`src/hdl/dbc_pkg.sv`:
```
// Constants and types of the background debug command engine
// Function
// - memory-dump accepted only after sync, no-op, memory-read or dump; else illegal response, flag.
// - no-operation leaves the debug address pointer unchanged.
// - operand size is decoded anew for every memory-dump command.
// - with-status variants send status byte first, captured when the memory access is acknowledged (register read: when the command is taken).
// - with acknowledge enabled, an acknowledge pulse precedes returned data bytes.
// - memory-fill writes at the pointer, then advances it, CPU keeps running.
// - with-status fill does the same write and advance and returns status.
// - CPU register read always returns 32 bits.
// - unimplemented byte positions of a register read return zero.
// - register read selects the register by the command's register-number field.
// - register read outside background halt mode sets the flag, no access.
// - memory-read fetches from the command's address, CPU keeps running.
package dbc_pkg;
  localparam int DBC_AW = 24;
  localparam logic [3:0] DBC_OFS_CTRL = 4'h0;
  localparam logic [3:0] DBC_OFS_STAT = 4'h4;
  localparam logic [3:0] DBC_OFS_PTR  = 4'h8;
  localparam int DBC_CTRL_ACK_BIT  = 0;
  localparam int DBC_STAT_ACK_BIT  = 7;
  localparam int DBC_STAT_HALT_BIT = 6;
  localparam int DBC_STAT_ILL_BIT  = 5;
  localparam logic DBC_ACK_EN_RST = 1'b0;
  localparam logic [DBC_AW-1:0] DBC_PTR_RST = 24'h000000;
  localparam logic [7:0] DBC_ILL_RSP = 8'hEE;
  localparam logic [2:0] DBC_REG_BYTES = 3'h4;
  typedef enum logic [2:0]
  {
    DBC_CMD_SYNC  = 3'h0,
    DBC_CMD_NOP   = 3'h1,
    DBC_CMD_DUMP  = 3'h2,
    DBC_CMD_FILL  = 3'h3,
    DBC_CMD_RDMEM = 3'h4,
    DBC_CMD_RDREG = 3'h5
  } dbc_cmd_t;
  typedef enum logic [1:0]
  {
    DBC_SIZE_BYTE = 2'h0,
    DBC_SIZE_WORD = 2'h1,
    DBC_SIZE_LONG = 2'h2
  } dbc_size_t;
  typedef enum logic [2:0]
  {
    DBC_ST_IDLE   = 3'b000,
    DBC_ST_ACCESS = 3'b001,
    DBC_ST_ACK    = 3'b011,
    DBC_ST_STAT   = 3'b010,
    DBC_ST_DATA   = 3'b110
  } dbc_state_t;
endpackage

```
`src/hdl/dbc_buf2.sv`:
```
// Two-entry valid/ready buffer for returned bytes
`timescale 1ns/1ps
module dbc_buf2 #(
  parameter int W = 8
) (
  input  wire logic         mclk,
  input  wire logic         srst,
  input  wire logic         in_valid,
  output logic              in_ready,
  input  wire logic [W-1:0] in_data,
  output logic              out_valid,
  input  wire logic         out_ready,
  output logic [W-1:0]      out_data
);
  logic [W-1:0] mem_reg [2];
  logic         wr_reg;
  logic         rd_reg;
  logic [1:0]   cnt_reg;
  logic         push;
  logic         pop;

  assign in_ready  = (cnt_reg != 2'h2);
  assign out_valid = (cnt_reg != 2'h0);
  assign out_data  = mem_reg[rd_reg];
  assign push      = in_valid & in_ready;
  assign pop       = out_valid & out_ready;

  always_ff @(posedge mclk)
  begin
    if (push)
    begin
      mem_reg[wr_reg] <= in_data;
    end
  end

  always_ff @(posedge mclk)
  begin
    if (srst)
    begin
      wr_reg  <= 1'b0;
      rd_reg  <= 1'b0;
      cnt_reg <= 2'h0;
    end
    else
    begin
      if (push)
      begin
        wr_reg <= ~wr_reg;
      end
      if (pop)
      begin
        rd_reg <= ~rd_reg;
      end
      if (push & ~pop)
      begin
        cnt_reg <= cnt_reg + 2'h1;
      end
      else if (pop & ~push)
      begin
        cnt_reg <= cnt_reg - 2'h1;
      end
    end
  end
endmodule

```
`src/hdl/dbc_engine.sv`:
```
// Background debug command engine with Avalon-MM register slave
`timescale 1ns/1ps
module dbc_engine
  import dbc_pkg::*;
(
  input  wire logic              mclk,
  input  wire logic              srst,
  // Avalon-MM slave
  input  wire logic [3:0]        avs_address,
  input  wire logic              avs_read,
  input  wire logic              avs_write,
  input  wire logic [31:0]       avs_writedata,
  input  wire logic [3:0]        avs_byteenable,
  output logic [31:0]            avs_readdata,
  output logic                   avs_waitrequest,
  // Decoded commands from the link
  input  wire logic              cmd_valid,
  output logic                   cmd_ready,
  input  wire logic [2:0]        cmd_code,
  input  wire logic              with_status_variant,
  input  wire logic [1:0]        operand_size_field,
  input  wire logic [DBC_AW-1:0] cmd_addr,
  input  wire logic [31:0]       cmd_data,
  input  wire logic [3:0]        cpu_reg_number,
  // Returned bytes towards the link
  output logic                   rsp_valid,
  input  wire logic              rsp_ready,
  output logic [7:0]             rsp_data,
  output logic                   ack_pulse,
  // Device memory port
  output logic                   mem_req,
  output logic                   mem_we,
  output logic [DBC_AW-1:0]      mem_addr,
  output logic [1:0]             mem_size,
  output logic [31:0]            mem_wdata,
  input  wire logic              mem_ack,
  input  wire logic [31:0]       mem_rdata,
  // CPU register file
  input  wire logic              background_halt_mode,
  output logic [3:0]             cpu_reg_sel,
  input  wire logic [31:0]       cpu_reg_rdata,
  input  wire logic [3:0]        cpu_reg_impl
);
  dbc_state_t        state_reg;
  dbc_state_t        state_next;
  dbc_cmd_t          last_reg;
  dbc_cmd_t          cur_reg;
  logic              stat_en_reg;
  logic [1:0]        size_reg;
  logic [DBC_AW-1:0] ptr_reg;
  logic [DBC_AW-1:0] ptr_next;
  logic [31:0]       data_reg;
  logic [2:0]        nbytes_reg;
  logic [2:0]        sent_reg;
  logic              ack_en_reg;
  logic              illegal_cmd_flag;
  logic [7:0]        debug_status_low;
  logic [7:0]        stat_reg;
  logic              bus_ack_reg;
  logic              take;
  logic              legal;
  logic              ill_set;
  logic              ill_clr;
  logic              push;
  logic [7:0]        push_data;
  logic              push_ready;
  logic [2:0]        cmd_bytes;
  logic [DBC_AW-1:0] step;
  logic [DBC_AW-1:0] aligned;
  logic              returns_data;
  logic [31:0]       reg_masked;

  // Register slave: every access takes exactly one wait cycle
  assign avs_waitrequest = (avs_read | avs_write) & ~bus_ack_reg;

  always_ff @(posedge mclk)
  begin
    if (srst)
    begin
      bus_ack_reg <= 1'b0;
    end
    else
    begin
      bus_ack_reg <= (avs_read | avs_write) & ~bus_ack_reg;
    end
  end

  assign debug_status_low = {ack_en_reg, background_halt_mode, illegal_cmd_flag, 5'h00};

  always_ff @(posedge mclk)
  begin
    if (srst)
    begin
      avs_readdata <= 32'h00000000;
    end
    else if (avs_read & ~bus_ack_reg)
    begin
      unique case (avs_address)
        DBC_OFS_CTRL: avs_readdata <= {31'h00000000, ack_en_reg};
        DBC_OFS_STAT: avs_readdata <= {24'h000000, debug_status_low};
        DBC_OFS_PTR:  avs_readdata <= {8'h00, ptr_reg};
        default:      avs_readdata <= 32'h00000000;
      endcase
    end
  end

  // Writes land on the edge where the master sees waitrequest low
  wire bus_wr = avs_write & bus_ack_reg & avs_byteenable[0];

  always_ff @(posedge mclk)
  begin
    if (srst)
    begin
      ack_en_reg <= DBC_ACK_EN_RST;
    end
    else if (bus_wr && avs_address == DBC_OFS_CTRL)
    begin
      ack_en_reg <= avs_writedata[DBC_CTRL_ACK_BIT];
    end
  end

  // Flag is write-one-to-clear; a new illegal command wins over the clear
  assign ill_clr = bus_wr && avs_address == DBC_OFS_STAT && avs_writedata[DBC_STAT_ILL_BIT];

  always_ff @(posedge mclk)
  begin
    if (srst)
    begin
      illegal_cmd_flag <= 1'b0;
    end
    else if (ill_set)
    begin
      illegal_cmd_flag <= 1'b1;
    end
    else if (ill_clr)
    begin
      illegal_cmd_flag <= 1'b0;
    end
  end

  // Command decode
  assign cmd_ready = (state_reg == DBC_ST_IDLE);
  assign take      = cmd_valid & cmd_ready;
  assign cmd_bytes = (operand_size_field == DBC_SIZE_BYTE) ? 3'h1 :
                     (operand_size_field == DBC_SIZE_WORD) ? 3'h2 : 3'h4;

  always_comb
  begin
    legal = 1'b1;
    if (cmd_code == DBC_CMD_DUMP)
    begin
      legal = (last_reg == DBC_CMD_SYNC) || (last_reg == DBC_CMD_NOP) ||
              (last_reg == DBC_CMD_RDMEM) || (last_reg == DBC_CMD_DUMP);
    end
    else if (cmd_code == DBC_CMD_RDREG)
    begin
      legal = background_halt_mode;
    end
  end

  assign ill_set = take & ~legal;

  // Pointer step of the current size, from the aligned address
  assign step    = {{(DBC_AW-3){1'b0}}, nbytes_reg};
  assign aligned = ptr_reg & ~(step - {{(DBC_AW-1){1'b0}}, 1'b1});

  always_comb
  begin
    ptr_next = ptr_reg;
    if (state_reg == DBC_ST_ACCESS && mem_ack &&
        (cur_reg == DBC_CMD_DUMP || cur_reg == DBC_CMD_FILL))
    begin
      ptr_next = aligned + step;
    end
  end

  always_ff @(posedge mclk)
  begin
    if (srst)
    begin
      ptr_reg <= DBC_PTR_RST;
    end
    else if (take && cmd_code == DBC_CMD_RDMEM && legal)
    begin
      // Later dumps continue from the read address
      ptr_reg <= cmd_addr;
    end
    else if (state_reg != DBC_ST_IDLE)
    begin
      ptr_reg <= ptr_next;
    end
    else if (bus_wr && avs_address == DBC_OFS_PTR)
    begin
      ptr_reg <= avs_writedata[DBC_AW-1:0];
    end
  end

  always_ff @(posedge mclk)
  begin
    if (srst)
    begin
      last_reg <= DBC_CMD_SYNC;
    end
    else if (take)
    begin
      last_reg <= dbc_cmd_t'(cmd_code);
    end
  end

  always_ff @(posedge mclk)
  begin
    if (srst)
    begin
      cur_reg     <= DBC_CMD_NOP;
      stat_en_reg <= 1'b0;
      size_reg    <= DBC_SIZE_BYTE;
      nbytes_reg  <= 3'h0;
    end
    else if (take)
    begin
      cur_reg     <= dbc_cmd_t'(cmd_code);
      stat_en_reg <= with_status_variant;
      size_reg    <= operand_size_field;
      nbytes_reg  <= (cmd_code == DBC_CMD_RDREG) ? DBC_REG_BYTES : cmd_bytes;
    end
  end

  // Memory port, held until acknowledged; no CPU halt is requested
  always_ff @(posedge mclk)
  begin
    if (srst)
    begin
      mem_req   <= 1'b0;
      mem_we    <= 1'b0;
      mem_addr  <= DBC_PTR_RST;
      mem_size  <= DBC_SIZE_BYTE;
      mem_wdata <= 32'h00000000;
    end
    else if (take && legal && cmd_code >= DBC_CMD_DUMP && cmd_code <= DBC_CMD_RDMEM)
    begin
      mem_req   <= 1'b1;
      mem_we    <= (cmd_code == DBC_CMD_FILL);
      mem_addr  <= (cmd_code == DBC_CMD_RDMEM) ? cmd_addr : ptr_reg;
      mem_size  <= operand_size_field;
      mem_wdata <= cmd_data;
    end
    else if (mem_ack)
    begin
      mem_req <= 1'b0;
    end
  end

  assign cpu_reg_sel = cpu_reg_number;

  always_comb
  begin
    for (int i = 0; i < 4; i++)
    begin
      reg_masked[i*8 +: 8] = cpu_reg_impl[i] ? cpu_reg_rdata[i*8 +: 8] : 8'h00;
    end
  end

  // Captured data and status byte
  always_ff @(posedge mclk)
  begin
    if (srst)
    begin
      data_reg <= 32'h00000000;
      stat_reg <= 8'h00;
    end
    else if (ill_set)
    begin
      // Low byte, so the single byte sent from the last slot is right for any size
      data_reg <= {24'h000000, DBC_ILL_RSP};
    end
    else if (take && cmd_code == DBC_CMD_RDREG)
    begin
      data_reg <= reg_masked;
      stat_reg <= debug_status_low;
    end
    else if (state_reg == DBC_ST_ACCESS && mem_ack)
    begin
      unique case (size_reg)
        DBC_SIZE_BYTE: data_reg <= {mem_rdata[7:0], 24'h000000};
        DBC_SIZE_WORD: data_reg <= {mem_rdata[15:0], 16'h0000};
        default:     data_reg <= mem_rdata;
      endcase
      stat_reg <= debug_status_low;
    end
  end

  assign returns_data = (cur_reg == DBC_CMD_DUMP) || (cur_reg == DBC_CMD_RDMEM) ||
                        (cur_reg == DBC_CMD_RDREG);

  always_comb
  begin
    state_next = state_reg;
    unique case (state_reg)
      DBC_ST_IDLE:
      begin
        if (ill_set)
        begin
          state_next = DBC_ST_DATA;
        end
        else if (take && cmd_code >= DBC_CMD_DUMP && cmd_code <= DBC_CMD_RDMEM)
        begin
          state_next = DBC_ST_ACCESS;
        end
        else if (take && cmd_code == DBC_CMD_RDREG)
        begin
          state_next = ack_en_reg ? DBC_ST_ACK :
                       with_status_variant ? DBC_ST_STAT : DBC_ST_DATA;
        end
      end
      DBC_ST_ACCESS:
      begin
        if (mem_ack)
        begin
          if (returns_data && ack_en_reg)
          begin
            state_next = DBC_ST_ACK;
          end
          else if (stat_en_reg)
          begin
            state_next = DBC_ST_STAT;
          end
          else
          begin
            state_next = returns_data ? DBC_ST_DATA : DBC_ST_IDLE;
          end
        end
      end
      DBC_ST_ACK:
      begin
        state_next = stat_en_reg ? DBC_ST_STAT : DBC_ST_DATA;
      end
      DBC_ST_STAT:
      begin
        if (push_ready)
        begin
          state_next = returns_data ? DBC_ST_DATA : DBC_ST_IDLE;
        end
      end
      DBC_ST_DATA:
      begin
        if (push_ready && sent_reg + 3'h1 >= nbytes_reg)
        begin
          state_next = DBC_ST_IDLE;
        end
      end
      default:
      begin
        state_next = DBC_ST_IDLE;
      end
    endcase
  end

  always_ff @(posedge mclk)
  begin
    if (srst)
    begin
      state_reg <= DBC_ST_IDLE;
    end
    else
    begin
      state_reg <= state_next;
    end
  end

  // Illegal response is a single byte
  always_ff @(posedge mclk)
  begin
    if (srst)
    begin
      sent_reg <= 3'h0;
    end
    else if (ill_set)
    begin
      sent_reg <= DBC_REG_BYTES - 3'h1;
    end
    else if (state_reg == DBC_ST_DATA && push_ready)
    begin
      sent_reg <= sent_reg + 3'h1;
    end
    else if (state_reg != DBC_ST_DATA)
    begin
      sent_reg <= 3'h0;
    end
  end

  always_comb
  begin
    push      = 1'b0;
    push_data = 8'h00;
    if (state_reg == DBC_ST_STAT)
    begin
      push      = 1'b1;
      push_data = stat_reg;
    end
    else if (state_reg == DBC_ST_DATA)
    begin
      push      = 1'b1;
      push_data = data_reg[(3 - 32'(sent_reg)) * 8 +: 8];
    end
  end

  // Receiver stall holds the engine in STAT or DATA
  dbc_buf2 #(
    .W (8)
  ) u_rsp_buf (
    .mclk      (mclk),
    .srst      (srst),
    .in_valid  (push),
    .in_ready  (push_ready),
    .in_data   (push_data),
    .out_valid (rsp_valid),
    .out_ready (rsp_ready),
    .out_data  (rsp_data)
  );

  assign ack_pulse = (state_reg == DBC_ST_ACK);
endmodule

```
`config.mk`:
```
export PLATFORM = sky130hd
export DESIGN_NAME = dbc_engine
export DESIGN_NICKNAME = d
export VERILOG_FILES = /design/src/hdl/dbc_pkg.sv /design/src/hdl/dbc_buf2.sv /design/src/hdl/dbc_engine.sv
export SDC_FILE = /design/constraint.sdc
export NUM_CORES = 1
export LEC_CHECK = 0
export ABC_AREA = 1
export BUFFER_PORTS_ARGS = -buffer_cell sky130_fd_sc_hd__buf_2
export CORE_MARGIN = 1.5
export CORE_UTILIZATION = 52
export CTS_CLUSTER_DIAMETER = 80
export CTS_CLUSTER_SIZE = 28
export DETAILED_ROUTE_END_ITERATION = 8
export PLACE_DENSITY = 0.81
export SLEW_MARGIN = 20
export SYNTH_ARGS = -nofsm -noshare
export SYNTH_HDL_FRONTEND = slang
export SYNTH_SLANG_ARGS = --single-unit
```
`constraint.sdc`:
```
create_clock -name mclk -period 2.37 [get_ports mclk]
set_clock_uncertainty 0.05 [all_clocks]
set_input_delay 0.1185 -clock mclk [delete_from_list [all_inputs] [get_ports mclk]]
set_output_delay 0.1185 -clock mclk [all_outputs]
set_load 0.005 [all_outputs]
```
==> results by group <==
Drt
  • Total routed wirelength: 32.0 mm
  • DR pass1 iterations: 6
  • Routed wire length per instance: 17.1 um
  • Vias post-DR: 10700
  • Count of nets left with antenna violations after detail routing: 0
  • Final routed DRC violation total: 0
  • DR vias/cell: 5.70
  • Count of routing violations after the opening detailed-route iteration: 946

Job
  • Max_cap viols: 0

STA
  • Shortest clock period the worst path allows after layout: 2260 ps
  • Setup violation total in the final timing report: 0
  • Total Negative Setup Slacks: 0 ps
  • Tightest slew margin relative to the limit: 63.4%
  • Slew at the pin with the worst max-slew slack: 545 ps
  • Final period util: 95.6%
  • Highest achievable clock rate: 442 MHz
  • Final count of hold timing violations: 0
  • Setup repair after global routing missed its margin: no
  • Worst hold slack: 18.0 ps
  • Final Max Slew Viols: 0

Finish
  • Fillcell total: 1435
  • Fraction of the core area covered by cells at the end of the flow: 71.5%
  • Synthesis-to-layout area growth: 33.7%
  • Post-route standard cell area excluding fillers: 12400 um^2
  • Net count of the finished layout: 1820
  • Fraction of layout cells with a size suffix above 1: 22.6%
  • Post-layout instance count excluding filler cells: 1871

Worst setup path
  • Slowest-stage cell, CP: dlygate4sd3_1
  • Setup crit end kind: flip-flop
  • Critical path start-end classification: flip-flop to flip-flop
  • Buffer and inverter count on the worst path: 4
  • Max Fanout on Critical Path: 16
  • Required time of the worst setup path: 2640 ps
  • Critical Path Start Type: flip-flop
  • Slowest cell delay on critical path: 600 ps
  • Critical path cell sequence: nor2_2 -> nand2_2 -> nor2_8 -> inv_6 -> nor2_8 -> inv_2 -> nand2_1 -> inv_4 -> a32oi_1 -> dlygate4sd3_1 -> a21oi_1
  • CP arrival: 2530 ps
  • Delay-heaviest family, CP: buffers and inverters
  • Cell repeated most along the worst path: nor2_8

Synth
  • Fraction of registers with async set or reset after synthesis: 0%
  • Number of different library cells in the post-synthesis netlist: 51
  • Average cell area after synthesis: 7.17 um^2
  • Yosys top cell by area: dfxtp_1
  • Dominant register cell in the synthesized netlist: dfxtp_1
  • Synth Register Bits: 183
  • Post-synthesis sequential area ratio: 41.2%
  • Synth cell count leaders: nand2_1, nor2_1, dfxtp_1
  • Number of synthesized flops with an enable pin: 16
  • Post-Syn Instances: 1294
  • Most frequent cell after synthesis: nand2_1
  • Yosys warning count: 0
  • Area fraction of the dominant cell type after synthesis: 36.0%
  • Largest cells by area after synthesis: dfxtp_1, nand2_1, o21ai_0
  • Area of the mapped netlist: 9280 um^2

Clock network
  • Post-CTS clock slew at the launch and capture registers of the worst setup and hold paths: 70 ps
  • Clock sink count: 183
  • Root buffer selected by CTS: clkbuf_16
  • Post-CTS setup buffers: 0
  • CTS tree: built
  • Cts bufs inserted: 17
  • H-Tree Level Count: 4
  • Clock latency on the worst-skew pair: 440 ps
  • Clk buf depth: 2

Die
  • Die height: 137 um
  • Horizontal extent of the die: 137 um
  • Area enclosed by the die boundary: 18700 um^2
  • Top-Level Pins: 290
  • Initial standard-cell utilization of the core: 53.5%
  • Placeable core area: 17400 um^2
  • Rows: 48

Placed design
  • Half-perimeter wire length of the detailed placement result: 21.4 mm
  • Final Wtd Congestion: 0.933
  • Number of placed cells counting well taps: 1722
  • Port Buffers: 262
  • Standard cell area after detailed placement: 10600 um^2

Power
  • Largest voltage drop on the vdd net: 0.560 mV
  • Cell-internal power: 6130 uW
  • Clock power share: 30.6%
  • Leakage Power: 0.00531 uW
  • Power share of the sequential group: 39.4%
  • Switching Fraction: 35.8%
  • Total power divided by cell area: 770 nW/um^2
  • Net switching power of the design: 3420 uW
  • Power share of the combinational group: 29.9%

Global route
  • Via count of the first global-routing pass: 9905
  • First-pass GRT wire length: 49.4 mm
  • Initial antenna violation count: 1
  • GRT Residual Overflow: 0
  • GRT Total Usage: 33.8%
  • Pin count of the biggest net entering global routing: 67

Worst hold path
  • Worst hold path type: primary input to flip-flop

Run status
  • Run status: completed
-- through the flow --
| step | total power (uW) | setup slack [ps] |
|---|---|---|
| finish | 9560 | 105 |
| global route | 10000 | 13.0 |
| detailed placement | 6440 | 221 |
| floorplan | 5560 | 597 |
| CTS | 9480 | 93.7 |
| global placement | 6370 | 303 |
-- repair_timing --
item | 4_1_cts | 5_1_grt
gates resized for setup | 0 | 5
setup endpoints to repair | 0 | 18
hold endpoints to repair | 131 | 0
hold buffers | 115 | 0
-- cells in the final DEF, fill, tap and decap left out, types with 4 or more instances in the layout --
| cell type | n |
|---|---|
| nand3b_1 | 6 |
| a22o_1 | 4 |
| a21oi_1 | 103 |
| mux2_2 | 8 |
| a31oi_1 | 34 |
| nor2_1 | 185 |
| nor2_4 | 5 |
| clkbuf_16 | 17 |
| nand3_2 | 5 |
| a32oi_1 | 5 |
| xor2_1 | 8 |
| inv_6 | 6 |
| inv_1 | 74 |
| dfxtp_1 | 167 |
| o21ai_0 | 143 |
| buf_4 | 22 |
| buf_2 | 262 |
| inv_2 | 12 |
| ha_1 | 7 |
| nand2_1 | 230 |
| nand3_1 | 85 |
| inv_8 | 4 |
| edfxtp_1 | 16 |
| nor2_2 | 6 |
| a22oi_1 | 30 |
| dlygate4sd3_1 | 115 |
| o21ai_1 | 6 |
| nand4_1 | 27 |
| conb_1 | 8 |
-- worst min-delay path, cell delays in order --
cell and delay, ps:
buf_2 90, nor2_1 90, nor2_1 50, nand2_1 60, a21oi_1 50
-- power by group through the flow --
| stage | Combinational (uW) | Clock [uW] | Sequential, uW |
|---|---|---|---|
| 6_report | 2860 | 2930 | 3770 |
| 5_1_grt | 3150 | 3070 | 3810 |
| 4_1_cts | 2780 | 2940 | 3760 |
| 3_5_place_dp | 2610 | 0 | 3830 |
| 3_3_place_gp | 2570 | 0 | 3810 |
| 2_1_floorplan | 1780 | 0 | 3780 |
-- per-layer routing --
metal | vias up | GRT usage [%] | part of all wire, %
met5 | - | 0 | 0
met4 | 0 | 18.3 | 5.5
met3 | 165 | 7.15 | 8.5
met2 | 621 | 58.4 | 48
met1 | 4843 | 38.9 | 38
li1 | 5043 | - | -
-- area by class of cell --
type	instances	area (um^2)	area share (%)
clock inverter	15	178	1.43
sequential	183	3820	30.8
clock buffer	17	425	3.43
timing repair buffer	401	2670	21.5
tap	225	282	2.27
multi-input combinational	938	4690	37.7
antenna	2	5.00	0.0403
inverter	90	347	2.79
-- path summary, 6_finish.rpt --
| check | slack, ps | to | from | cells past startpoint |
|---|---|---|---|---|
| setup / recovery | 110 | data_reg[6]$_SDFFE_PP0P_ | state_reg[2]$_SDFFE_PP0P_ | 11 |
| hold / removal | 20 | ptr_reg[13]$_SDFFE_PP0P_ | avs_writedata[13] | 5 |
| hold reg to reg | 410 | size_reg[0]$_SDFFE_PP0N_ | size_reg[0]$_SDFFE_PP0N_ | 2 |
| setup reg to reg | 110 | data_reg[6]$_SDFFE_PP0P_ | state_reg[2]$_SDFFE_PP0P_ | 11 |
-- kinds of logic after synthesis --
group / count (synthesis) / share of synthesized area (%)
other: 1 / 0.0404
muxes: 9 / 1.08
adders and majority gates: 7 / 0.944
and+or+nand+nor: 564 / 26.5
buffers and inverters: 180 / 8.76
AOI/OAI and AO/OA: 342 / 20.7
DFF: 183 / 41.2
xor gates and xnor gates: 8 / 0.755
No activity file was read; power rests on OpenSTA's default activity.
